[config.mk]
export PLATFORM = sky130hd
export DESIGN_NAME = icad_decoder
export DESIGN_NICKNAME = d
export VERILOG_FILES = /design/src/icad_pkg.sv /design/src/icad_sync.sv /design/src/icad_decoder.sv
export SDC_FILE = /design/constraint.sdc
export NUM_CORES = 1
export LEC_CHECK = 0
export BUFFER_PORTS_ARGS = -buffer_cell sky130_fd_sc_hd__clkbuf_2
export CORE_ASPECT_RATIO = 0.8
export CORE_MARGIN = 5
export CORE_UTILIZATION = 45
export CTS_CLUSTER_DIAMETER = 40
export DETAILED_ROUTE_END_ITERATION = 10
export SLEW_MARGIN = 30
export SYNTH_ARGS = -nofsm -noshare
export SYNTH_HDL_FRONTEND = slang
export SYNTH_SLANG_ARGS = --single-unit
[constraint.sdc]
create_clock -name sys_clk_i -period 3.9 [get_ports sys_clk_i]
set_input_delay 0.78 -clock sys_clk_i [delete_from_list [all_inputs] [get_ports sys_clk_i]]
set_output_delay 0.78 -clock sys_clk_i [all_outputs]
set_load 0.02 [all_outputs]
[src/icad_pkg.sv]
// Functional notes
// [RULE1] Config registers reached only via index/data ports.
// [RULE2] Port pair base from strap, software relocatable.
// [RULE3] Two base straps choose one of four bases.
// [RULE4] Config strap picks one of four defaults.
// [RULE5] Decode address; DMA acknowledge overrides address lines.
// [RULE6] Address enable high blocks all address selection.
// [RULE7] Narrow or wide decode; selects need wide.
// [RULE8] Two programmable selects: chip, latch, output enable.
// [RULE9] Function bases fully programmable over sixteen bits.
// [RULE10] Software writes index, then accesses data port.
`default_nettype none

package icad_pkg;

  ////////////////////////////////////////////////////////////////////////////
  // Sizes of the configuration space.
  localparam int NREG     = 32;
  localparam int IDX_W    = 5;
  localparam int NFUNC    = 4;
  localparam int NPS      = 2;
  localparam int PS_STEP  = 4;
  localparam int FB_STEP  = 2;

  // Configuration register indices.
  localparam logic [7:0] REG_CTRL    = 8'h00;
  localparam logic [7:0] REG_CFGB_LO = 8'h01;
  localparam logic [7:0] REG_CFGB_HI = 8'h02;
  localparam logic [7:0] REG_STRAP   = 8'h03;
  localparam logic [7:0] REG_FB      = 8'h04;
  localparam logic [7:0] REG_PS      = 8'h10;

  // Field positions.
  localparam int CTRL_MODE_LSB = 0;
  localparam int CTRL_FEN_LSB  = 4;
  localparam int PS_KIND_LSB   = 0;
  localparam int PS_EN_BIT     = 2;
  localparam int STRAP_BS_LSB  = 0;
  localparam int STRAP_CFG_LSB = 2;

  // Decode widths and their compare masks.
  localparam logic [1:0]  MODE_NARROW = 2'h0;
  localparam logic [1:0]  MODE_WIDE   = 2'h1;
  localparam logic [1:0]  MODE_FULL   = 2'h2;
  localparam logic [15:0] MASK_NARROW = 16'h003F;
  localparam logic [15:0] MASK_WIDE   = 16'h03FF;
  localparam logic [15:0] MASK_FULL   = 16'hFFFF;

  // Programmable select kinds.
  localparam logic [1:0] KIND_CS = 2'h0;
  localparam logic [1:0] KIND_LE = 2'h1;
  localparam logic [1:0] KIND_OE = 2'h2;

  // Strap tables, entry 0 rightmost, so a strap value indexes them directly.
  localparam logic [3:0][15:0] CFG_BASE_TAB  = {16'h0130, 16'h0120, 16'h0110, 16'h0100};
  localparam logic [3:0][7:0]  DFLT_CTRL_TAB = {8'hF2, 8'h01, 8'h31, 8'hF1};

  // Cycles waited after reset so that the strap synchronisers have settled.
  localparam logic [2:0] SETTLE_CYC = 3'h4;

  // Bit positions in the synchronised pin vector.
  localparam int SYNC_W  = 8;
  localparam int SB_CFG  = 0;
  localparam int SB_BS0  = 2;
  localparam int SB_BS1  = 3;
  localparam int SB_IOW  = 4;
  localparam int SB_IOR  = 5;
  localparam int SB_DACK = 6;
  localparam int SB_AEN  = 7;
  localparam logic [SYNC_W-1:0] SYNC_RST = 8'hF0;

  ////////////////////////////////////////////////////////////////////////////
  // Complete state of the decoder.
  typedef struct packed {
    logic [NREG-1:0][7:0] regs;
    logic [7:0]           idx;
    logic [2:0]           settle;
    logic                 straps_ok;
    logic                 rd_q;
    logic                 wr_q;
    logic [7:0]           dout;
    logic                 doe;
    logic [NFUNC-1:0]     fsel;
    logic                 dma_sel;
    logic [NPS-1:0]       psel;
  } icad_state_t;

  typedef struct packed {
    logic [SYNC_W-1:0] s1;
    logic [SYNC_W-1:0] s2;
    logic [SYNC_W-1:0] s3;
    logic [SYNC_W-1:0] q;
  } icad_sync_state_t;

endpackage : icad_pkg

`default_nettype wire

[src/icad_sync.sv]
`timescale 1ns/100ps
`default_nettype none

module icad_sync (
  // Clock and reset.
  input  wire logic                          sys_clk_i,
  input  wire logic                          nrst_i,
  // Pins and their settled copies.
  input  wire logic [icad_pkg::SYNC_W-1:0]   pin_i,
  output logic      [icad_pkg::SYNC_W-1:0]   level_o
);

  icad_pkg::icad_sync_state_t st;
  icad_pkg::icad_sync_state_t next_st;

  ////////////////////////////////////////////////////////////////////////////
  // Three stages; a bit only moves once the last two stages agree, so a
  // metastable first stage never reaches the decoder.
  always_comb begin
    next_st    = st;
    next_st.s1 = pin_i;
    next_st.s2 = st.s1;
    next_st.s3 = st.s2;
    for (int i = 0; i < icad_pkg::SYNC_W; i++) begin
      if (st.s2[i] == st.s3[i]) begin
        next_st.q[i] = st.s3[i];
      end
    end
  end

  // Register the copy.
  always_ff @(posedge sys_clk_i or negedge nrst_i) begin
    if (!nrst_i) begin
      st <= '{s1: icad_pkg::SYNC_RST, s2: icad_pkg::SYNC_RST, s3: icad_pkg::SYNC_RST, q: icad_pkg::SYNC_RST};
    end else begin
      st <= next_st;
    end
  end

  assign level_o = st.q;

endmodule : icad_sync

`default_nettype wire

[src/icad_decoder.sv]
`timescale 1ns/100ps
`default_nettype none

module icad_decoder (
  // Clock and reset.
  input  wire logic                        sys_clk_i,
  input  wire logic                        nrst_i,
  // Host bus.
  input  wire logic [15:0]                 addr_i,
  input  wire logic                        aen_i,
  input  wire logic                        ior_n_i,
  input  wire logic                        iow_n_i,
  input  wire logic                        dack_n_i,
  input  wire logic [7:0]                  data_i,
  output logic      [7:0]                  data_o,
  output logic                             data_oe_o,
  // Board straps.
  input  wire logic                        base_select_strap0_i,
  input  wire logic                        base_select_strap1_i,
  input  wire logic [1:0]                  default_config_strap_i,
  // Selects towards the function blocks and the board.
  output logic      [icad_pkg::NFUNC-1:0]  func_sel_o,
  output logic                             dma_sel_o,
  output logic                             prog_select_out0_n_o,
  output logic                             prog_select_out1_n_o
);

  icad_pkg::icad_state_t       st;
  icad_pkg::icad_state_t       next_st;
  logic [icad_pkg::SYNC_W-1:0] lvl;
  logic                        rd_act;
  logic                        wr_act;
  logic                        dma;
  logic                        host_ok;
  logic                        rd_ev;
  logic                        wr_ev;
  logic [1:0]                  mode;
  logic [15:0]                 mask;
  logic [15:0]                 cfg_base;
  logic                        idx_hit;
  logic                        dat_hit;
  logic                        idx_ok;

  ////////////////////////////////////////////////////////////////////////////
  // All pins that are not held stable by a strobe are synchronised.
  icad_sync u_icad_sync (
    .sys_clk_i (sys_clk_i),
    .nrst_i    (nrst_i),
    .pin_i     ({aen_i, dack_n_i, ior_n_i, iow_n_i, base_select_strap1_i,
                 base_select_strap0_i, default_config_strap_i}),
    .level_o   (lvl)
  );

  // Compares only the bits that the current decode width covers.
  function automatic logic icad_match(input logic [15:0] a, input logic [15:0] b, input logic [15:0] m);
    return ((a ^ b) & m) == 16'h0000;
  endfunction : icad_match

  ////////////////////////////////////////////////////////////////////////////
  // Decode terms. Address and data are sampled at the strobe event; the bus
  // holds them for the whole strobe, which is far longer than the sync delay.
  assign rd_act   = ~lvl[icad_pkg::SB_IOR] & st.straps_ok;
  assign wr_act   = ~lvl[icad_pkg::SB_IOW] & st.straps_ok;
  assign rd_ev    = rd_act & ~st.rd_q;
  assign wr_ev    = wr_act & ~st.wr_q;
  assign dma      = ~lvl[icad_pkg::SB_DACK];                        // RULE5
  assign host_ok  = ~lvl[icad_pkg::SB_AEN] & ~dma;                  // RULE6
  assign mode     = st.regs[icad_pkg::REG_CTRL][icad_pkg::CTRL_MODE_LSB +: 2];
  assign mask     = (mode == icad_pkg::MODE_NARROW) ? icad_pkg::MASK_NARROW :
                    (mode == icad_pkg::MODE_WIDE)   ? icad_pkg::MASK_WIDE : icad_pkg::MASK_FULL; // RULE7
  assign cfg_base = {st.regs[icad_pkg::REG_CFGB_HI], st.regs[icad_pkg::REG_CFGB_LO]};           // RULE2
  assign idx_hit  = host_ok & icad_match(addr_i, cfg_base, mask);                                // RULE1
  assign dat_hit  = host_ok & icad_match(addr_i, cfg_base + 16'h0001, mask);                     // RULE1
  assign idx_ok   = int'(st.idx) < icad_pkg::NREG;

  ////////////////////////////////////////////////////////////////////////////
  // Next-state logic.
  always_comb begin
    logic [15:0] base;
    logic [7:0]  psmode;
    int          r;
    base    = 16'h0000;
    psmode  = 8'h00;
    r       = 0;
    next_st = st;
    next_st.rd_q = rd_act;
    next_st.wr_q = wr_act;

    // Straps are taken once the synchronisers have settled after reset.
    if (!st.straps_ok) begin
      next_st.settle = st.settle + 3'h1;
      if (st.settle == icad_pkg::SETTLE_CYC) begin
        next_st.straps_ok = 1'b1;
        next_st.regs[icad_pkg::REG_STRAP] = {4'h0, lvl[icad_pkg::SB_CFG +: 2],
                                             lvl[icad_pkg::SB_BS1], lvl[icad_pkg::SB_BS0]};
        {next_st.regs[icad_pkg::REG_CFGB_HI], next_st.regs[icad_pkg::REG_CFGB_LO]} =
          icad_pkg::CFG_BASE_TAB[{lvl[icad_pkg::SB_BS1], lvl[icad_pkg::SB_BS0]}];              // RULE3
        next_st.regs[icad_pkg::REG_CTRL] = icad_pkg::DFLT_CTRL_TAB[lvl[icad_pkg::SB_CFG +: 2]]; // RULE4
      end
    end

    // Selects stand for the length of the strobe.
    if (!rd_act && !wr_act) begin
      next_st.doe     = 1'b0;
      next_st.fsel    = '0;
      next_st.psel    = '0;
      next_st.dma_sel = 1'b0;
    end

    if (rd_ev || wr_ev) begin
      next_st.dma_sel = dma;                                         // RULE5
      for (int f = 0; f < icad_pkg::NFUNC; f++) begin
        r    = int'(icad_pkg::REG_FB) + f * icad_pkg::FB_STEP;
        base = {st.regs[r + 1], st.regs[r]};
        next_st.fsel[f] = host_ok & st.regs[icad_pkg::REG_CTRL][icad_pkg::CTRL_FEN_LSB + f]
                          & icad_match(addr_i, base, mask);          // RULE9
      end
      for (int n = 0; n < icad_pkg::NPS; n++) begin
        r      = int'(icad_pkg::REG_PS) + n * icad_pkg::PS_STEP;
        base   = {st.regs[r + 1], st.regs[r]};
        psmode = st.regs[r + 2];
        next_st.psel[n] = host_ok & (mode != icad_pkg::MODE_NARROW) & psmode[icad_pkg::PS_EN_BIT]
                          & icad_match(addr_i, base, mask)
                          & ((psmode[icad_pkg::PS_KIND_LSB +: 2] == icad_pkg::KIND_CS) |
                             ((psmode[icad_pkg::PS_KIND_LSB +: 2] == icad_pkg::KIND_LE) & wr_ev) |
                             ((psmode[icad_pkg::PS_KIND_LSB +: 2] == icad_pkg::KIND_OE) & rd_ev)); // RULE8
      end
    end

    // Index and data ports; a data access uses the latest index.
    if (rd_ev) begin
      if (idx_hit) begin
        next_st.dout = st.idx;
        next_st.doe  = 1'b1;
      end else if (dat_hit) begin
        next_st.dout = idx_ok ? st.regs[st.idx[icad_pkg::IDX_W-1:0]] : 8'h00;  // RULE10
        next_st.doe  = 1'b1;
      end
    end
    if (wr_ev) begin
      if (idx_hit) begin
        next_st.idx = data_i;                                        // RULE1
      end else if (dat_hit && idx_ok && st.idx != icad_pkg::REG_STRAP) begin
        next_st.regs[st.idx[icad_pkg::IDX_W-1:0]] = data_i;          // RULE2
      end
    end
  end

  // Register the copy.
  always_ff @(posedge sys_clk_i or negedge nrst_i) begin
    if (!nrst_i) begin
      st <= '0;
    end else begin
      st <= next_st;
    end
  end

  ////////////////////////////////////////////////////////////////////////////
  // Outputs, all from flip-flops.
  assign data_o               = st.dout;
  assign data_oe_o            = st.doe;
  assign func_sel_o           = st.fsel;
  assign dma_sel_o            = st.dma_sel;
  assign prog_select_out0_n_o = ~st.psel[0];
  assign prog_select_out1_n_o = ~st.psel[1];
endmodule : icad_decoder

`default_nettype wire

Yosys cells after proc, flatten, opt, wreduce, memory -nomap -nowiden. Cells that the tools add are included.

Add/sub/neg operators: 2. Magnitude comparators: 5. Equal/unequal tests: 15. Muxes and demuxes: 25. Bitwise operators: 55. Reduce and logical (&&, ||, !) cells: 24.

Operator list (count): bitwise mux 256 bit (1); bitwise AND 16 bit (8); logical NOT 16 bit (8); 2-to-1 mux 32 bit (4); XOR 16 bit (8); 2-to-1 mux 16 bit (3); 2-to-1 mux 8 bit (6); binary-select mux 8 bit (select 5 bit) (1); demux 8 bit (select 5 bit) (1); 2-to-1 mux 40 bit (1); binary-select mux 16 bit (select 2 bit) (1); bitwise AND 1 bit (26); 2-to-1 mux 9 bit (2); adder 16 x 1 -> 16 bit, second input constant (1); binary-select mux 8 bit (select 2 bit) (1); inverter 1 bit (9); == test 1 bit (8); < comparator 8 x 6 -> 1 bit, second input constant (1); != test 8 x 2 -> 1 bit, second input constant (1); 2-to-1 mux 7 bit (1); == test 2 x 1 -> 1 bit, second input constant (3); logical NOT 2 bit (3); < comparator 2 x 3 -> 1 bit, second input constant (2); < comparator 5 x 6 -> 1 bit, second input constant (1); 12 further kinds (25).

Bits in registers: 318. Input port bits: 34. Output and inout bits: 16. Logic and storage cells: 179.

Depth between registers and ports, before layout. Gate-level depths: netlist of run 1.

Depth after elaboration: 11. Mapped depth: 11.

Modules after synthesis. A second synthesis of run 1 with hierarchy kept.

Cell total of the unflattened synthesis: 1296. Area, all modules: 16732.3 um^2.

By module, submodules not included: icad_decoder (instances 1, cells each 1248, area an instance 15761.4 um^2, seq. area each 7156.9 um^2); icad_sync (instances 1, cells each 48, area an instance 970.9 um^2, seq. area each 820.8 um^2).

Worst setup path after synthesis of run 1. No wires, ideal clock.

Path kind: input -> register. Start: in addr_i[1]. End: reg st[36] in the netlist's numbering. Library setup time: 128 ps. Arrival: 3350 ps. Data required time: 3772 ps. Setup slack: 422 ps. Cell stages on the path: 8. Cells stage by stage: clkbuf_1 -> xnor2_1 -> o2111ai_1 -> a2111o_1 -> buf_6 -> nor4_4 -> nand3_4 -> mux2_1.

RTL lines: start: declaration (RTL line icad_decoder.sv:9) `input wire logic [15:0] addr_i,`; end signal: assignment (RTL line icad_decoder.sv:154) `st <= next_st;`; end: declaration (RTL line icad_decoder.sv:28) `icad_pkg::icad_state_t st;`.

Worst setup path after layout of run 1.
Start: reg st (netlist bit cfg_base[1]). End: reg st[89] in the netlist's numbering.

Cells in the longest elaborated chain, start to end: 8.

Ends and longest elaborated chain: adder 16 x 1 -> 16 bit (RTL line icad_decoder.sv:73) `assign dat_hit = host_ok & icad_match(addr_i, cfg_base + 16'h0001, mask);`; XOR 16 bit (RTL line icad_decoder.sv:56) `return ((a ^ b) & m) == 16'h0000;`; bitwise AND 16 bit (RTL line icad_decoder.sv:56); logical NOT 16 bit (RTL line icad_decoder.sv:56); bitwise AND 1 bit (RTL line icad_decoder.sv:73); logical AND 1 bit (2 in series) (RTL line icad_decoder.sv:143) `end else if (dat_hit && idx_ok && st.idx != icad_pkg::REG_STRAP) begin`; AND reduction 3 bit (no source line) *.

Mark *: on every way between the ends. The rest lies on a longest branch, timed or not. A chain may end at the register's enable or synchronous reset.

==> summary.md, run 1 <==
| Metric | Value |
|---|---|
| Status | `completed` |
| Slew headroom | `34.9%` |
| Number of buffers created by CTS | `40` |
| Number of global-route vias before repair | `between 10000 and 15000` |
| Max-slew violations | `0` |
| Top FF cell, synth | `dfrtp_1` |
| Hold Path Class | `input port to asynchronous set/reset pin` |
| Starting Density | `45.8%` |
| Die Y | `approximately 180 um` |
| Met3 Use GR | `7.35%` |
| Share of the synthesized area in the top cell type | `45.8%` |
| WP data arrival | `4060 ps` |
| CP Max Fanout | `8` |
| RSZ-0062 raised after global routing | `no` |
| Area Overhead vs Synth | `13.4%` |
| Leak | `8.31 nW` |
| Simple-gate share of the synthesized area | `9.21%` |
| R2R Setup Slk | `250 ps` |
| Slowest CP cell | `o41ai_4` |
| Area leader, netlist | `dfrtp_1` |
| Share of cells above drive strength 1 | `38.3%` |
| CP top delay family | `simple AND/OR/NAND/NOR gates` |
| Hold Fails Final Rpt | `0` |
| Final Cycle Share | `between 90 and 100%` |
| Fillcell total | `3115` |
| Crit path required time | `4310 ps` |
| Startpoint Class | `register` |
| Highest Clock Rate | `approximately 270 MHz` |
| Largest family of logic cells by synthesized area | `multiplexers` |
| Antenna diodes | `0` |
| Synth top cells by count | `302 x dfrtp_1, 223 x mux2_2, 85 x xnor2_1` |
| DRC | `0` |
| Setup TNS | `0 ps` |
| RR Endpoint | `st[89]$_DFFE_PN0P_` |
| FF-to-FF Start | `cfg_base[1]$_DFF_PN0_` |
| CTS tree | `done` |
| Post-synthesis register bit count | `318` |
| Input/output buffers | `49` |
| Met2 GRT Util | `32.5%` |
| Final Util | `51.9%` |
| # hold bufs at CTS | `0` |
| Post-synth cell types | `66` |
| Total GRT Usage | `between 20% and 30%` |
| Post-layout min period | `3650 ps` |
| Maximum vdd drop | `0.000355 V` |
| Setup Fix Bufs, Post-CTS | `0` |
| Seq/Total Area, Yosys | `approximately half` |
| Delay of the slowest critical-path stage | `720 ps` |
| Adder-Cell Fraction of Synth Area | `less than 1%` |
| Skew-Pair Late Insertion Delay | `540 ps` |
| Vias per cell | `5.88` |
| Max Root-Sink Buffers | `3` |
| H-tree levels | `2` |
| Mapped Cells | `1245` |
| Clock transition at path regs | `approximately 60 ps` |
| # resized after CTS | `0` |
| Endpoint type of the worst setup path | `register` |
| EDFF count, synth | `0` |
| GP Congestion | `0.891` |
| Final setup vio count | `0` |
| Xor/xnor share of the synthesized area | `between 6 and 7%` |
| DRT antenna net count | `0` |
| Top cells by area, synth | `dfrtp_1 46%, mux2_2 15%, mux4_2 7.5%` |
| Vias | `~11000` |
| Worst reg-to-reg path cell count | `9` |
| Post-synth ARST share | `100%` |
| Die Width | `224 um` |
| Crit-path cells | `ha_1 -> nand2_1 -> or4_1 -> o21ai_1 -> o41ai_1 -> o41ai_4 -> buf_4 -> nand3_2 -> mux2_2` |
| Net Count, Synth | `around 1300` |
| Warnings from Yosys | `0` |
| First-pass GRT wire length | `a little over 70000 um` |
| GR Overflow Total | `0` |
| Root Buffer | `clkbuf_16` |
| Synth Area in Compound Gates | `4.93%` |
| I/O pin cnt | `50` |
| DP Wirelength | `32300 um` |
| Power density cells | `415 mW/mm^2` |
| Multiplexer share of the synthesized area | `a little over a quarter` |
| Synth Cell Area | `0.0165 sq mm` |
| Pin count of the biggest net entering global routing | `~90` |
| Met1 Resource Use GR | `34.9%` |
| Layer with the highest usage | `met1` |
| Post-Syn Area per Cell | `between 10 and 15 sq um` |
| Core ar. | `0.0361 sq mm` |
| Setup Crit Path Kind | `register to register` |
| Row cnt | `between 60 and 70` |
| Cell with the most instances after synthesis | `dfrtp_1` |
| Clock skew | `17.5 ps` |
| Drt initial violations | `952` |
| Buffers & Inverters on Critical Path | `1` |
| DRT Pass-1 Iters | `5` |
| CTS Sinks | `318` |
| Die ar. | `0.0406 sq mm` |
| DRT Wirelength | `approximately 47000 um` |
| Number of max-cap violations | `0` |
| Slew @ Worst Pin | `969 ps` |
| Avg WL per Cell | `26.1 um` |
| Fin nets | `1324` |
| Antenna violations before repair | `2` |
state kept, by name, summed over array words and instances, names as in the netlist:
name,flops
u_icad_sync.next_st,16
u_icad_sync.level_o,8
cfg_base,16
data_oe_o,1
u_icad_sync.st,8
func_sel_o,4
data_o,8
mode,2
dma_sel_o,1
st,254
cells by family (layout without fill, tap and decap cells):
| kind of cell | Yosys count | count (layout) |
|---|---|---|
| and+or+nand+nor | 223 | 223 |
| xor gates and xnor gates | 123 | 123 |
| DFF | 318 | 318 |
| AOI/OAI and AO/OA | 108 | 108 |
| adders and majority gates | 14 | 14 |
| muxes | 342 | 342 |
| buffers and inverters | 117 | 188 |
cell usage in the layout, fill, tap and decap left out, drive strengths merged, types with 4 or more instances in the layout:
cell type  instances
mux4              55
clkbuf            96
nand4             20
o22a               7
a22o               4
nand3             44
xor2              37
nor2              26
o41ai              5
nand2b             7
o22ai              4
a221oi             7
xnor2             86
nor4              17
a21oi              6
inv               26
buf               46
o31ai              6
a41oi              6
dfrtp            302
nand2             68
nor3               9
or3                4
mux2i             54
a31oi              9
and2              12
bufinv             7
ha                 6
mux2             233
a211oi             4
o21ai             26
clkinv            11
maj3               8
o221ai             7
nand3b             4
dfstp             16
how the worst max path moves through the flow:
stage / cells after the start / slack (ps) / from / end
global route: 9 / 110 / cfg_base[1]$_DFF_PN0_ / st[89]$_DFFE_PN0P_
floorplan: 8 / 420 / addr_i[1] / st[36]$_DFF_PN0_
detailed placement: 9 / 300 / addr_i[8] / st[270]$_DFFE_PN0P_
CTS: 9 / 310 / cfg_base[1]$_DFF_PN0_ / st[271]$_DFFE_PN0P_
global placement: 9 / 360 / addr_i[8] / st[271]$_DFFE_PN0P_
finish: 9 / 250 / cfg_base[1]$_DFF_PN0_ / st[89]$_DFFE_PN0P_
worst reg2reg max path: cells and delay by family (launching register included):
family                     cells  cell delay, ps
adders and majority gates      1             270
buffers and inverters          1             350
muxes                          1             380
AOI/OAI and AO/OA              3            1020
DFF                            1             490
and+or+nand+nor                3            1020
metal layers:
layer / vias to the layer above / routed length (um)
li1: 4664 / -
met2: 386 / 19500
met5: - / 7
met1: 5431 / 21600
met3: 83 / 4230
met4: 2 / 1410
layout make-up:
| cell class | count | area [sq um] | share of cell area (%) |
|---|---|---|---|
| Clock buffer | 48 | 1060 | 5.68 |
| Clock inverter | 26 | 350 | 1.87 |
| Inverter | 20 | 75.1 | 0.401 |
| Multi-Input combinational cell | 810 | 7990 | 42.7 |
| Sequential cell | 318 | 7980 | 42.7 |
| Tap cell | 480 | 601 | 3.21 |
| Timing Repair Buffer | 94 | 656 | 3.50 |
metrics by stage:
step / std cells / worst slack [ps] / total power [mW] / instance area [sq um] / hold slack [ps]
CTS: 1796 / 310 / 7.85 / 18700 / 180
global route: 1796 / 111 / 8.04 / 18700 / 198
detailed placement: 1722 / 303 / 3.90 / 17300 / 336
global placement: 1722 / 365 / 3.90 / 17300 / 332
finish: 1796 / 247 / 7.77 / 18700 / 176
floorplan: 1245 / 422 / 3.67 / 16500 / 331
where the power goes:
part / internal, mW / switching (mW) / total (mW) / leakage, nW
Combinational: 0.138 / 0.317 / 0.455 / 3.34
Clock: 2.44 / 1.49 / 3.93 / 0.694
Sequential: 3.35 / 0.0380 / 3.39 / 4.27
Total: 5.92 / 1.84 / 7.77 / 8.31
Note: power is estimated with default switching activity, not from simulation.
==> inputs of run 2 (changes only) <==
--- a/config.mk
+++ b/config.mk
@@ -11,6 +11,7 @@
 export CORE_UTILIZATION = 45
 export CTS_CLUSTER_DIAMETER = 40
 export DETAILED_ROUTE_END_ITERATION = 10
+export PLACE_DENSITY_LB_ADDON = 0.2
 export SLEW_MARGIN = 30
 export SYNTH_ARGS = -nofsm -noshare
 export SYNTH_HDL_FRONTEND = slang
==> run 2 against run 1 <==
Non-clock buffer count increased by 3; largest power group unchanged; critical endpoint is now st[74]$_DFFE_PN0P_; worst hold slack improved by 28 ps; total power increased by 1.5%; combinational power increased by 2%; critical path depth unchanged; first-iteration DRC count decreased by 2.7%; global-route usage decreased by 0.61 points; cell area increased by 0.62%.
==> summary.md, run 2 (same netlist as run 1, synthesis figures left out) <==
| Metric | Value |
|---|---|
| Status | `completed` |
| Hold Fails Final Rpt | `0 (unchanged)` |
| Slew headroom | `35.0% (+0.065 points)` |
| Highest Clock Rate | `285 MHz (+4.3%)` |
| R2R Setup Slk | `400 ps (+150 ps)` |
| WP data arrival | `3930 ps (-130 ps)` |
| Endpoint type of the worst setup path | `register` |
| Most frequent cells in the layout | `300 x dfrtp_1, 223 x mux2_2, 85 x xnor2_1` |
| Die Y | `181 um (unchanged)` |
| Largest Register | `st` |
| CP Max Fanout | `11 (+3)` |
| Die Width | `224 um (unchanged)` |
| Clock skew | `29.7 ps (+12.2 ps)` |
| Core ar. | `0.0361 sq mm (unchanged)` |
| Worst reg-to-reg path cell count | `9 (unchanged)` |
| Number of buffers created by CTS | `41 (+2.5%)` |
| CTS tree | `done` |
| Post-layout min period | `3500 ps (-149 ps)` |
| Clock power frac | `51.2% (+0.6 points)` |
| CTS Sinks | `318 (unchanged)` |
| Area of the multi-input gates | `0.00798 sq mm (-0.14%)` |
| Setup Fix Bufs, Post-CTS | `0 (unchanged)` |
| Fillcell total | `3051 (-2.1%)` |
| Max Root-Sink Buffers | `3 (unchanged)` |
| RR Endpoint | `st[74]$_DFFE_PN0P_` |
| Avg WL per Cell | `25.6 um (-1.6%)` |
| DP Wirelength | `31600 um (-2.2%)` |
| Clock transition at path regs | `60 ps (about the same)` |
| RSZ-0062 raised after global routing | `no` |
| Fin Hold WS | `204 ps (+27.6 ps)` |
| Final Cycle Share | `89.8% (-3.8 points)` |
| GP Congestion | `0.889 (-0.27%)` |
| DRT Pass-1 Iters | `5 (unchanged)` |
| Pin count of the biggest net entering global routing | `85 (-6.6%)` |
| First-pass GRT wire length | `70400 um (-2.0%)` |
| Row cnt | `62 (unchanged)` |
| Final setup vio count | `0 (unchanged)` |
| Share of cells above drive strength 1 | `38.8% (+0.46 points)` |
| Placed Instances | `1725 (+0.17%)` |
| Fin nets | `1328 (+0.30%)` |
| GR Overflow Total | `0 (unchanged)` |
| Slew @ Worst Pin | `967 ps (-2.44 ps)` |
| Drt initial violations | `926 (-2.7%)` |
| Max reg flops | `254 (unchanged)` |
| Vias per cell | `5.90 (+0.35%)` |
| Total GRT Usage | `22.7% (-0.61 points)` |
| Maximum vdd drop | `0.000323 V (-8.9%)` |
| Overall Power | `7.88 mW (+1.5%)` |
| Antenna diodes | `0 (unchanged)` |
| Area Overhead vs Synth | `14.1%` |
| Leading cell type in the layout, fill and taps excluded | `dfrtp_1` |
| Power density cells | `419 mW/mm^2 (+0.87%)` |
| Register Area | `0.00798 sq mm (about the same)` |
| Int Power | `5.99 mW (+1.0%)` |
| Non-filler cells, final | `1801 (+0.28%)` |
| Hold Path Class | `input port to asynchronous set/reset pin` |
| Setup Crit Path Kind | `register to register` |
| Switching Fraction | `24.1% (+0.34 points)` |
| # resized after CTS | `0 (unchanged)` |
| Number of max-cap violations | `0 (unchanged)` |
| Crit path required time | `4320 ps (about the same)` |
| NetSw | `1.90 mW (+3.0%)` |
| H-tree levels | `2 (unchanged)` |
| Leak | `8.36 nW (+0.64%)` |
| # hold bufs at CTS | `0 (unchanged)` |
| I/O pin cnt | `50 (unchanged)` |
| DRT Wirelength | `46200 um (-1.3%)` |
| Logic pwr share | `5.9% (about the same)` |
| Input/output buffers | `49 (unchanged)` |
| DRT antenna net count | `0 (unchanged)` |
| Die ar. | `0.0406 sq mm (unchanged)` |
| Starting Density | `45.8% (unchanged)` |
| Startpoint Class | `register` |
| Vias | `10633 (+0.63%)` |
| Root Buffer | `clkbuf_16` |
| Reg power frac | `42.9% (-0.7 points)` |
| Setup TNS | `0 ps (unchanged)` |
| Skew-Pair Late Insertion Delay | `540 ps (about the same)` |
| Max-slew violations | `0 (unchanged)` |
| Antenna violations before repair | `3 (+1)` |
| Number of global-route vias before repair | `10875 (+0.83%)` |
| FF-to-FF Start | `cfg_base[3]$_DFF_PN0_` |
| DRC | `0 (unchanged)` |
## run 2: changes by cell type in the layout (fill, tap and decap cells not counted), sizes merged
cell / delta
clkinvlp: +2
buf: +3
clkinv: +4
inv: -1
bufinv: -1
clkbuf: -2
## run 2: metrics by stage
step           cell area [sq um]  worst slack, ps  util [%]
2_1_floorplan              16500              422         -
3_3_place_gp               17300            -48.8      48.1
3_5_place_dp               17400              186      48.1
4_1_cts                    18800              455      52.2
5_1_grt                    18800              286      52.2
6_report                   18800              396      52.2
## run 2: area by class of cell
type / count / share of cell area, %
Clock inverter: 30 / 1.93
Timing Repair Buffer: 97 / 3.80
Inverter: 20 / 0.399
Clock buffer: 46 / 5.93
Tap cell: 480 / 3.19
Sequential cell: 318 / 42.4
Multi-Input combinational cell: 810 / 42.4
## run 2: power groups by stage
stage                     clock [mW]  combinational, mW  sequential [mW]
final                           4.04              0.464             3.38
after floorplan                    0              0.241             3.43
after detailed placement           0              0.463             3.44
after global routing            4.24              0.499             3.39
after CTS                       4.11              0.465             3.38
after global placement             0              0.461             3.44
## run 2: worst max path at each step
stage,end,cells after the start,slack (ps),startpoint
final,st[74]$_DFFE_PN0P_,9,400,cfg_base[3]$_DFF_PN0_
after detailed placement,st[74]$_DFFE_PN0P_,9,190,addr_i[5]
after floorplan,st[36]$_DFF_PN0_,8,420,addr_i[1]
after global placement,st[80]$_DFFE_PN0P_,8,-50,addr_i[5]
after global routing,st[283]$_DFFE_PN0P_,10,290,cfg_base[0]$_DFF_PN0_
after CTS,st[74]$_DFFE_PN0P_,9,450,cfg_base[3]$_DFF_PN0_
## run 2: worst max-delay path, stage by stage (launching register included)
cell and delay, ps:
dfrtp_1 600, nand4_1 180, buf_4 220, nor3_1 240, xnor2_1 200, a31oi_2 330
nor4_4 720, buf_4 330, nand3_4 190, mux2_1 370
## run 2: per-layer routing
metal | share of wire [%] | global-route usage (%) | vias up
li1 | - | - | 4663
met1 | 45 | 33.1 | 5507
met2 | 44 | 34.2 | 363
met3 | 7.3 | 5.22 | 94
met4 | 2.8 | 6.39 | 6
met5 | 0.089 | 0 | -
